===== src/logic/asrc_pkg.sv =====
// Package of constants and types for the serial readout chain
package asrc_pkg;
    localparam int RES_BITS = 14;
    localparam int CHAIN_DLY = 14;
    localparam int FIFO_W = 14;
    localparam int FIFO_D = 8;
    localparam int CLK_MHZ = 200;
    // Longest conversion time in ns and derived cycle count (round down)
    localparam int T_CONV_MAX_NS = 3200;
    localparam int CONV_CYC = (T_CONV_MAX_NS * CLK_MHZ) / 1000;
    localparam logic [RES_BITS-1:0] RES_ZERO = 14'h0000;
    localparam logic [4:0] BIT_LAST = 5'h0D;
    localparam logic [11:0] CNT_ZERO = 12'h000;

    // Interface modes latched at the convert edge
    typedef enum logic {ASRC_MODE_CHAIN = 1'b0, ASRC_MODE_CS = 1'b1} asrc_mode_t;

    // Conversion engine states, Gray along the usual path
    typedef enum logic [1:0] {
        ASRC_IDLE = 2'b00,
        ASRC_CONV = 2'b01,
        ASRC_DONE = 2'b11
    } asrc_state_t;

    // Output pin group
    typedef struct packed {
        logic data;
        logic oe;
        logic busy_en;
    } asrc_sdo_t;
endpackage


===== src/logic/asrc_fifo.sv =====
// Parameterised valid/ready FIFO for conversion results
`timescale 1ns/1ps
module asrc_fifo #(
    parameter int WIDTH = 14,
    parameter int DEPTH = 8
) (
    input wire logic mclk,
    input wire logic rst_n,
    input wire logic [WIDTH-1:0] in_data,
    input wire logic in_valid,
    output logic in_ready,
    output logic [WIDTH-1:0] out_data,
    output logic out_valid,
    input wire logic out_ready
);
    localparam int AW = $clog2(DEPTH);
    logic [WIDTH-1:0] mem_q [DEPTH];
    logic [AW-1:0] wr_q;
    logic [AW-1:0] rd_q;
    logic [AW:0] cnt_q;
    logic push;
    logic pop;
    logic in_ready_q;
    logic [AW:0] cnt_d;

    // Handshake terms; ready comes from a flip-flop fed by the next count
    assign in_ready = in_ready_q;
    assign cnt_d = cnt_q + (AW+1)'(push) - (AW+1)'(pop);
    assign out_valid = (cnt_q != '0);
    assign out_data = mem_q[rd_q];
    assign push = in_valid && in_ready;
    assign pop = out_valid && out_ready;

    // Storage write
    always_ff @(posedge mclk)
    begin
        if (push)
        begin
            mem_q[wr_q] <= in_data;
        end
    end

    // Pointers and fill count
    always_ff @(posedge mclk)
    begin
        if (!rst_n)
        begin
            wr_q <= '0;
            rd_q <= '0;
            cnt_q <= '0;
            in_ready_q <= 1'b1;
        end
        else
        begin
            if (push)
            begin
                wr_q <= (wr_q == AW'(DEPTH-1)) ? '0 : wr_q + 1'b1;
            end
            if (pop)
            begin
                rd_q <= (rd_q == AW'(DEPTH-1)) ? '0 : rd_q + 1'b1;
            end
            cnt_q <= cnt_d;
            in_ready_q <= (cnt_d != (AW+1)'(DEPTH));
        end
    end
endmodule // asrc_fifo


===== src/logic/asrc_core.sv =====
// Device-side digital readout: convert start, mode select, serial shifter
`timescale 1ns/1ps
module asrc_core (
    input wire logic mclk,
    input wire logic rst_n,
    input wire logic convert_strobe,
    input wire logic serial_in,
    input wire logic sck,
    input wire logic [asrc_pkg::RES_BITS-1:0] sample_code,
    input wire logic sample_valid,
    output logic sample_ready,
    output logic serial_out,
    output logic serial_out_oe,
    output logic busy_q,
    output logic mode_cs_q
);
    import asrc_pkg::*;

    logic [2:0] strobe_s_q;
    logic [2:0] serin_s_q;
    logic [2:0] sck_s_q;
    logic strobe_rise;
    logic sck_fall;
    logic strobe_lvl;
    logic serin_lvl;
    logic sel;
    asrc_state_t st_q;
    asrc_mode_t mode_q;
    logic [11:0] conv_cnt_q;
    logic [RES_BITS-1:0] sr_q;
    logic [4:0] bits_q;
    logic shifting_q;
    logic data_q;
    logic oe_q;
    logic busy_en_q;
    logic [RES_BITS-1:0] f_data;
    logic f_valid;
    logic f_ready;

    // Two-flop synchronisers; stage 0 is read only by stage 1
    always_ff @(posedge mclk)
    begin
        if (!rst_n)
        begin
            strobe_s_q <= '1; // Idle high, so no false convert edge after reset
            serin_s_q <= '1;
            sck_s_q <= '0;
        end
        else
        begin
            strobe_s_q <= {strobe_s_q[1:0], convert_strobe};
            serin_s_q <= {serin_s_q[1:0], serial_in};
            sck_s_q <= {sck_s_q[1:0], sck};
        end
    end

    // Edge and level terms from synchronised stages
    assign strobe_lvl = strobe_s_q[1];
    assign serin_lvl = serin_s_q[1];
    assign strobe_rise = strobe_s_q[1] && !strobe_s_q[2];
    assign sck_fall = !sck_s_q[1] && sck_s_q[2];
    assign sel = !strobe_lvl || !serin_lvl;

    // Result FIFO between sampling front end and shifter
    asrc_fifo #(.WIDTH(FIFO_W), .DEPTH(FIFO_D)) u_fifo (
        .mclk(mclk),
        .rst_n(rst_n),
        .in_data(sample_code),
        .in_valid(sample_valid),
        .in_ready(sample_ready),
        .out_data(f_data),
        .out_valid(f_valid),
        .out_ready(f_ready)
    );

    // One FIFO word popped when a conversion completes
    assign f_ready = (st_q == ASRC_CONV) && (conv_cnt_q == CNT_ZERO);

    // Mode latched on the convert edge by serial input level
    always_ff @(posedge mclk)
    begin
        if (!rst_n)
        begin
            mode_q <= ASRC_MODE_CS;
        end
        else if (strobe_rise)
        begin
            mode_q <= serin_lvl ? ASRC_MODE_CS : ASRC_MODE_CHAIN;
        end
    end

    // Conversion timer on the internal clock, no serial clock needed
    always_ff @(posedge mclk)
    begin
        if (!rst_n)
        begin
            st_q <= ASRC_IDLE;
            conv_cnt_q <= CNT_ZERO;
        end
        else
        begin
            case (st_q)
                ASRC_IDLE:
                begin
                    if (strobe_rise)
                    begin
                        st_q <= ASRC_CONV;
                        conv_cnt_q <= 12'(CONV_CYC - 1);
                    end
                end
                ASRC_CONV:
                begin
                    if (strobe_rise)
                    begin
                        conv_cnt_q <= 12'(CONV_CYC - 1);
                    end
                    else if (conv_cnt_q != CNT_ZERO)
                    begin
                        conv_cnt_q <= conv_cnt_q - 1'b1;
                    end
                    else
                    begin
                        st_q <= ASRC_DONE;
                    end
                end
                ASRC_DONE:
                begin
                    if (strobe_rise)
                    begin
                        st_q <= ASRC_CONV;
                        conv_cnt_q <= 12'(CONV_CYC - 1);
                    end
                end
                default:
                begin
                    st_q <= ASRC_IDLE;
                end
            endcase
        end
    end

    // Shift register: load result, shift on falling serial clock
    always_ff @(posedge mclk)
    begin
        if (!rst_n)
        begin
            sr_q <= RES_ZERO;
            bits_q <= '0;
            shifting_q <= 1'b0;
        end
        else if (f_ready)
        begin
            sr_q <= f_valid ? f_data : RES_ZERO;
            bits_q <= '0;
            shifting_q <= 1'b1;
        end
        else if (sck_fall && (st_q == ASRC_DONE))
        begin
            if (mode_q == ASRC_MODE_CHAIN)
            begin
                sr_q <= {sr_q[RES_BITS-2:0], serin_lvl};
            end
            else if (sel && shifting_q)
            begin
                sr_q <= {sr_q[RES_BITS-2:0], 1'b0};
                bits_q <= bits_q + 1'b1;
                shifting_q <= (bits_q != BIT_LAST);
            end
        end
    end

    // Busy indication armed if selected at a chip-select mode completion, held through the next conversion
    always_ff @(posedge mclk)
    begin
        if (!rst_n)
        begin
            busy_en_q <= 1'b0;
        end
        else if (f_ready && (mode_q == ASRC_MODE_CS))
        begin
            busy_en_q <= sel;
        end
    end

    // Output pin drive, all registered
    always_ff @(posedge mclk)
    begin
        if (!rst_n)
        begin
            data_q <= 1'b0;
            oe_q <= 1'b0;
            busy_q <= 1'b0;
            mode_cs_q <= 1'b1;
        end
        else
        begin
            busy_q <= (st_q == ASRC_CONV);
            mode_cs_q <= (mode_q == ASRC_MODE_CS);
            if (mode_q == ASRC_MODE_CHAIN)
            begin
                oe_q <= 1'b1;
                data_q <= sr_q[RES_BITS-1];
            end
            else
            begin
                oe_q <= sel && (shifting_q || (st_q == ASRC_CONV));
                if (st_q == ASRC_CONV)
                begin
                    data_q <= !busy_en_q; // Armed busy shows low while converting, unarmed shows high
                end
                else
                begin
                    data_q <= sr_q[RES_BITS-1];
                end
            end
        end
    end

    assign serial_out = data_q;
    assign serial_out_oe = oe_q;

    // Assertions
    // Mode and conversion timing checks
    a_conv_start: assert property (@(posedge mclk) disable iff (!rst_n)
        strobe_rise |=> st_q == ASRC_CONV)
        else $error("conversion did not start on convert edge");
    a_busy_flag: assert property (@(posedge mclk) disable iff (!rst_n)
        st_q == ASRC_CONV |=> busy_q)
        else $error("busy flag low during conversion");
    a_mode_chain: assert property (@(posedge mclk) disable iff (!rst_n)
        strobe_rise && !serin_lvl |=> mode_q == ASRC_MODE_CHAIN)
        else $error("chain mode not taken");
    a_mode_cs: assert property (@(posedge mclk) disable iff (!rst_n)
        strobe_rise && serin_lvl |=> mode_q == ASRC_MODE_CS)
        else $error("chip-select mode not taken");
    a_conv_len: assert property (@(posedge mclk) disable iff (!rst_n)
        $rose(st_q == ASRC_CONV) |-> ##[1:700] st_q != ASRC_CONV)
        else $error("conversion exceeded longest time");

    // Shifter and output pin checks
    a_oe_desel: assert property (@(posedge mclk) disable iff (!rst_n)
        mode_q == ASRC_MODE_CS && !sel |=> !serial_out_oe)
        else $error("output driven while deselected");
    a_oe_sel: assert property (@(posedge mclk) disable iff (!rst_n)
        mode_q == ASRC_MODE_CS && sel && shifting_q && st_q == ASRC_DONE |=> serial_out_oe)
        else $error("output not enabled while selected");
    a_busy_arm: assert property (@(posedge mclk) disable iff (!rst_n)
        f_ready && mode_q == ASRC_MODE_CS && !strobe_rise |=> busy_en_q == $past(sel))
        else $error("busy indication not armed by select");
    a_busy_low: assert property (@(posedge mclk) disable iff (!rst_n)
        mode_q == ASRC_MODE_CS && st_q == ASRC_CONV && sel && busy_en_q
        |=> serial_out_oe && !serial_out)
        else $error("armed busy level not shown low");
    a_bits_cap: assert property (@(posedge mclk) disable iff (!rst_n)
        bits_q <= BIT_LAST + 5'h01)
        else $error("more than one result shifted out");
    a_chain_oe: assert property (@(posedge mclk) disable iff (!rst_n)
        mode_q == ASRC_MODE_CHAIN |=> serial_out_oe)
        else $error("chain output not driven");
    a_chain_shift: assert property (@(posedge mclk) disable iff (!rst_n)
        sck_fall && st_q == ASRC_DONE && mode_q == ASRC_MODE_CHAIN && !f_ready
        |=> sr_q[0] == $past(serin_lvl))
        else $error("chain input not shifted in");
    a_shift_msb: assert property (@(posedge mclk) disable iff (!rst_n)
        f_ready && f_valid |=> sr_q == $past(f_data))
        else $error("result not loaded msb first");
    a_shift_stop: assert property (@(posedge mclk) disable iff (!rst_n)
        bits_q == BIT_LAST && sck_fall && sel && shifting_q && !f_ready
        && st_q == ASRC_DONE && mode_q == ASRC_MODE_CS |=> !shifting_q)
        else $error("shifter not stopped after last bit");
    a_sr_hold: assert property (@(posedge mclk) disable iff (!rst_n)
        !sck_fall && !f_ready |=> $stable(sr_q))
        else $error("shifter moved without a serial clock fall");
    a_load_zero: assert property (@(posedge mclk) disable iff (!rst_n)
        f_ready && !f_valid |=> sr_q == RES_ZERO)
        else $error("empty buffer did not load zero code");

    // Cover points for the main scenarios
    c_chain: cover property (@(posedge mclk) disable iff (!rst_n)
        strobe_rise && !serin_lvl);
    c_cs: cover property (@(posedge mclk) disable iff (!rst_n)
        strobe_rise && serin_lvl);
    c_done: cover property (@(posedge mclk) disable iff (!rst_n)
        f_ready && f_valid);
    c_full: cover property (@(posedge mclk) disable iff (!rst_n) !sample_ready);
    c_busy: cover property (@(posedge mclk) disable iff (!rst_n)
        busy_en_q && st_q == ASRC_CONV && sel);
endmodule // asrc_core


===== config.mk =====
export PLATFORM = sky130hd
export DESIGN_NAME = asrc_core
export DESIGN_NICKNAME = d
export VERILOG_FILES = /design/src/logic/asrc_pkg.sv /design/src/logic/asrc_fifo.sv /design/src/logic/asrc_core.sv
export SDC_FILE = /design/constraint.sdc
export NUM_CORES = 1
export LEC_CHECK = 0
export CORE_UTILIZATION = 60
export CTS_BUF_LIST = sky130_fd_sc_hd__clkbuf_4 sky130_fd_sc_hd__clkbuf_8
export DETAILED_ROUTE_END_ITERATION = 8
export DONT_BUFFER_PORTS = 1
export HOLD_SLACK_MARGIN = 0.1
export PLACE_DENSITY = 0.79
export SLEW_MARGIN = 20
export SYNTH_ARGS = -nofsm -noshare
export SYNTH_HDL_FRONTEND = slang
export SYNTH_SLANG_ARGS = --single-unit

===== constraint.sdc =====
create_clock -name mclk -period 3.76 [get_ports mclk]
set_input_delay 0.376 -clock mclk [delete_from_list [all_inputs] [get_ports mclk]]
set_output_delay 0.376 -clock mclk [all_outputs]
set_load 0.01 [all_outputs]

After elaboration in Yosys (flattened, before gate mapping):

Memory sizes are Yosys's and may differ from the RTL's. A register that Yosys moved wholly into a read port is not among the register bits.
Index checks and enable logic that the tools add are counted.

* add/subtract/negate cells: 6
* equal/unequal tests: 11
* multiplexer cells: 27
* bitwise operators: 1
* reduce and logical (&&, ||, !) cells: 31

Operators by type and width (number)
* $mux W14: 5
* $mux W12: 3
* $pmux W12 S2: 1
* $logic_not A12 Y1: 1
* $mux W3: 4
* $reduce_and A3 Y1: 4
* $reduce_bool A12 Y1: 1
* $sub A12 B1 Y12 const B: 1
* $mux W1: 10
* $logic_and A1 B1 Y1: 9
* $reduce_bool A2 Y1: 4
* $add A3 B1 Y3 const B: 2
* $eq A3 B3 Y1 const B: 2
* $mux W2: 3
* $add A5 B1 Y5 const B: 1
* $logic_not A1 Y1: 5
* $ne A5 B4 Y1 const B: 1
* $add A4 B1 Y4: 1
* $ne A2 B2 Y1 const B: 2
* $ne A4 B4 Y1 const B: 1
* $pmux W2 S2: 1
* $reduce_bool A4 Y1: 1
* $reduce_or A2 Y1: 2
* $sub A4 B1 Y4: 1
* other kinds (9): 10

* bits in registers: 59
* RAM bits: 112
* bits of input ports: 20
* output and inout bits: 5
* logic and storage cells: 95
* memories kept: 1

Memory list
* u_fifo.mem_q: words 8, width 14, read ports 1, clocked after Yosys merged registers in 1, wr ports 1, line asrc_fifo.sv:17 `logic [WIDTH-1:0] mem_q [DEPTH];`

Longest topological paths before layout:

* depth after elaboration: 7
* depth in mapped cells: 14

Modules after synthesis:

A second synthesis with hierarchy kept.

* cells, all modules: 493
* area total of the unflattened synthesis: 7342.0 µm²

Modules (own cells, without submodules)
* asrc_fifo: instances 1, cells an instance 241, area an instance 5028.6 µm², sequential area each 3643.5 µm²
* asrc_core: instances 1, cells an instance 252, area an instance 2313.5 µm², sequential area each 960.9 µm²

Worst setup path after synthesis:

No wires, ideal clock.

* kind: register -> register
* start point: register conv_cnt_q[0]
* end point: register u_fifo.in_ready_q, in the netlist u_fifo.in_ready
* library setup time: 0.136 ns
* data arrival time: 2.581 ns
* slack: 1.043 ns
* stages on the path, launching flop included: 15
* path buffers: 1
* cells stage by stage: dfxtp_1 > inv_1 > ha_1 > nor4b_2 > nand4_1 > clkbuf_1 > nor2_1 > ha_1 > inv_1 > ha_1 > inv_1 > fa_1 > xnor2_1 > nor3b_1 > nand3_1

* longest elaborated chain between the ends: 5

Ends and longest elaborated chain
* start, declared: line asrc_core.sv:29 `logic [11:0] conv_cnt_q;`
* start signal, assigned: line asrc_core.sv:108 `conv_cnt_q <= 12'(CONV_CYC - 1);`
* start signal, assigned: line asrc_core.sv:115 `conv_cnt_q <= 12'(CONV_CYC - 1);`
* start signal, assigned: line asrc_core.sv:119 `conv_cnt_q <= conv_cnt_q - 1'b1;`
* $logic_not A12 Y1: line asrc_core.sv:77 `assign f_ready = (st_q == ASRC_CONV) && (conv_cnt_q == CNT_ZERO);`
* $logic_and A1 B1 Y1: line asrc_core.sv:77
* $logic_and A1 B1 Y1: line asrc_fifo.sv:32 `assign pop = out_valid && out_ready;`
* named net u_fifo.pop: line asrc_fifo.sv:22 `logic pop;`
* $sub A4 B1 Y4: line asrc_fifo.sv:28 `assign cnt_d = cnt_q + (AW+1)'(push) - (AW+1)'(pop);`
* $ne A4 B4 Y1: line asrc_fifo.sv:64 `in_ready_q <= (cnt_d != (AW+1)'(DEPTH));`
* end signal, assigned: line asrc_fifo.sv:64
* end, declared: line asrc_fifo.sv:23 `logic in_ready_q;`

The timed path passes the listed nets, and every way through them passes these cells.
A chain may end at the register's enable or synchronous reset.

Worst setup path after layout:

Ends and elaborated chain as after synthesis.

==> flow_summary.toml <==
[run_status]
status = "finished, violations left"
violations = "design-rule violations"

[timing]
setup_viol_count_final = 0
tightestPinTransition_ns = 0.961
fmaxAchievable_mhz = 329
final-max-slew-violation-count = 0
finClkSkew_ns = 0.0108
timing.final.hold_violations = 0
fin_crit_ns = 3.04
worst_setup_margin_ns = 0.716
final.period_utilization_pct = 81.0
fin_setup_tns_ns = 0
rsz0062_at_grt = "false"
hold_ws_ns = 0.155
slew_headroom_pct = 35.1

[global_routing]
globalRouteTotalUtil_pct = 24.5
first_pass_grt_wire_length_um = 22600
grt_remaining_overflow = 0
grt_max_degree = 37
first_global_vias = 4415
grt_antenna_before_repair = 0

[cts]
clock_tree.root_cell = "sky130_fd_sc_hd__clkbuf_8"
cts.htree.levels = 4
ctsResizeCount = 0
clk_path_buf_depth = 2
clk_transition_reported_paths_ns = 0.08
worst_skew_pair.late_latency_ns = 0.47
tritoncts.num_buffers = 17
tritoncts_num_sinks = 174
cts_tree = "built"
post-cts-setup-buffers = 0
cts_hold_repair.buffers = 18

[synthesis]
register_bit_count_reported_by_yosys = 174
yosys.area_share.xor_xnor_pct = 0.725
basic_gate_share_of_the_synthesized_area_counting_and_or_nand_and_nor_cells_pct = 10.8
synth_mux_area_share_pct = 11.4
ys.flop_type = "sky130_fd_sc_hd__edfxtp_1"
yosys.cell_types.count = 61
synth_nets = 537
synth_async_sr_flop_share_pct = 0
synth.cell_area_um2 = 7250
average_cell_area_after_synthesis_um2 = 14.5
synth_compound_gate_area_share_pct = 7.52
synth-edff-count = 112
syn_inst = 499
largest_family_of_logic_cells_by_synthesized_area = "multiplexers"
synth_seq_area_share_pct = 63.5
post_synth_fa_ha_maj_area_fraction_pct = 3.21
synthesis.yosys.warnings = 0

[worst_hold_path]
min-delay-path-class = "input port to flop"

[drt]
route.detailed.wl_per_inst_um = 20.4
post-route-drc-count = 2
route.vias.total = 4252
drt_iter0_markers = 377
drt-total-wl_um = 13800
antenna_left = 0
vias_per_cell = 6.28
drt_pre_antenna_iters = 7

[critical_path]
timing.critical_path.cells = "inv_1 > ha_1 > nor4b_2 > nand4_1 > buf_4 > nor2_1 > ha_1 > inv_1 > ha_1 > inv_1 > fa_1 > xnor2_1 > nor3b_1 > nand3_1"
setup.worst_path.start_class = "flop"
critical_path_peak_fanout = 21
crit_path_top_delay_cell = "sky130_fd_sc_hd__nor4b_2"
critical-path-max-stage-delay_ns = 0.41
critical_path.n_buffers_inverters = 4
worstSetupPathType = "flop to flop"
arrival_ns = 3.35
worst_ep_required_time_ns = 4.06
critical_path.endpoint_type = "flop"
timing.critical_path.max_delay_family = "simple AND/OR/NAND/NOR gates"

[power_and_ir_drop]
vdd_ir_drop_max_v = 0.000380
total_leakage_power_nw = 2.58
fin_total_pwr_mw = 4.87
cell_area_power_density_nw_per_um2 = 611

[floorplanning]
cell_rows = 39
core_area_um2 = 11600
floorplan.initialDensity_pct = 62.5
die_w_um = 112
fp.dieArea_um2 = 12500
io_pins = 25
chipHeight_um = 112

[placed_design]
placed_wire_length_estimate_after_detailed_placement_um = 8520
post-place-ws_ns = 0.779
place_inst = 629
gp_congestion = 0.800
port-buffer-count = 0
detailed_place.area_um2 = 7420

[cells_and_area]
diodes = 0
final_core_utilization_pct = 68.6
fin_cells = 677
post-route-cell-area_um2 = 7970
layout.nets = 561
post_route_cells_drive_above_1_share_pct = 19.7
fillerInstances = 773
syn_to_final_growth_pct = 9.90

[job]
max_cap_viol_count = 0
state kept, by name (all words and copies together), names as in the netlist, 2 cells and up, named ones only:
register,cells
bits_q,5
conv_cnt_q,12
sck_s_q,3
serin_s_q,2
sr_q,14
st_q,2
strobe_s_q,3
u_fifo.cnt_q,4
u_fifo.mem_q,112
u_fifo.rd_q,3
u_fifo.wr_q,3
cells in the final DEF (no fill, tap or decap), types with 6 or more instances in the layout:
cell / instances
sky130_fd_sc_hd__nor3_1: 24
sky130_fd_sc_hd__dfxtp_1: 61
sky130_fd_sc_hd__nor2_1: 18
sky130_fd_sc_hd__edfxtp_1: 112
sky130_fd_sc_hd__a21oi_1: 15
sky130_fd_sc_hd__mux2_2: 13
sky130_fd_sc_hd__a311oi_1: 6
sky130_fd_sc_hd__a311oi_2: 12
sky130_fd_sc_hd__nand2_1: 33
sky130_fd_sc_hd__nand3_1: 22
sky130_fd_sc_hd__ha_1: 17
sky130_fd_sc_hd__and2_1: 8
sky130_fd_sc_hd__buf_4: 11
sky130_fd_sc_hd__mux4_2: 28
sky130_fd_sc_hd__clkbuf_8: 17
sky130_fd_sc_hd__inv_1: 17
sky130_fd_sc_hd__nand2b_1: 9
sky130_fd_sc_hd__dlygate4sd3_1: 18
cell families after synthesis:
family                     count (synthesis)
adders and majority gates                 18
and+or+nand+nor                          149
xor gates and xnor gates                   6
AOI/OAI and AO/OA                         64
DFF                                      174
buffers and inverters                     42
muxes                                     46
routing by layer:
layer | routed length, um | part of all wire [%] | global-route usage (%) | vias to the layer above
met5 | 0 | 0 | 0 | -
met4 | 265 | 1.9 | 9.16 | 0
met3 | 737 | 5.3 | 7.02 | 26
met2 | 7140 | 52 | 41.3 | 116
met1 | 5670 | 41 | 30.2 | 2133
li1 | - | - | - | 1977
cell type report:
class / count / area, um2 / area share [%]
repair buffers: 29 / 263 / 3.30
clock inverters: 11 / 118 / 1.48
flip-flops and latches: 174 / 4610 / 57.8
inverters: 18 / 67.6 / 0.848
clock buffers: 19 / 249 / 3.12
multi-input cells: 283 / 2490 / 31.2
well taps: 143 / 179 / 2.24
where the power goes:
part | total (mW) | switching, mW | internal, mW | leakage, nW
registers | 2.40 | 0.169 | 2.23 | 1.52
logic | 1.23 | 0.717 | 0.517 | 0.875
clock network | 1.24 | 0.641 | 0.594 | 0.182
total | 4.87 | 1.53 | 3.34 | 2.58
synthesized netlist by cell type, types with 12 or more instances:
cell / number / area share [%]
sky130_fd_sc_hd__a21oi_1: 15 / 1.0
sky130_fd_sc_hd__nand2_1: 33 / 1.7
sky130_fd_sc_hd__inv_1: 17 / 0.88
sky130_fd_sc_hd__dfxtp_1: 62 / 17
sky130_fd_sc_hd__nor2_1: 18 / 0.93
sky130_fd_sc_hd__ha_1: 17 / 2.9
sky130_fd_sc_hd__nor3_1: 28 / 1.9
sky130_fd_sc_hd__mux4_2: 28 / 8.7
sky130_fd_sc_hd__mux2_2: 13 / 2.0
sky130_fd_sc_hd__edfxtp_1: 112 / 46
sky130_fd_sc_hd__nand3_1: 22 / 1.5
sky130_fd_sc_hd__a311oi_2: 12 / 2.5
path summary, 6_finish.rpt:
check | depth (start not counted) | slack, ns | start | to
max | 14 | 0.72 | conv_cnt_q[0] | u_fifo.in_ready
min | 2 | 0.16 | rst_n | bits_q[2]
max reg2reg | 14 | 0.72 | conv_cnt_q[0] | u_fifo.in_ready
min reg2reg | 1 | 0.42 | serin_s_q[0] | serin_s_q[1]
Power figures use the tool's default switching activity.
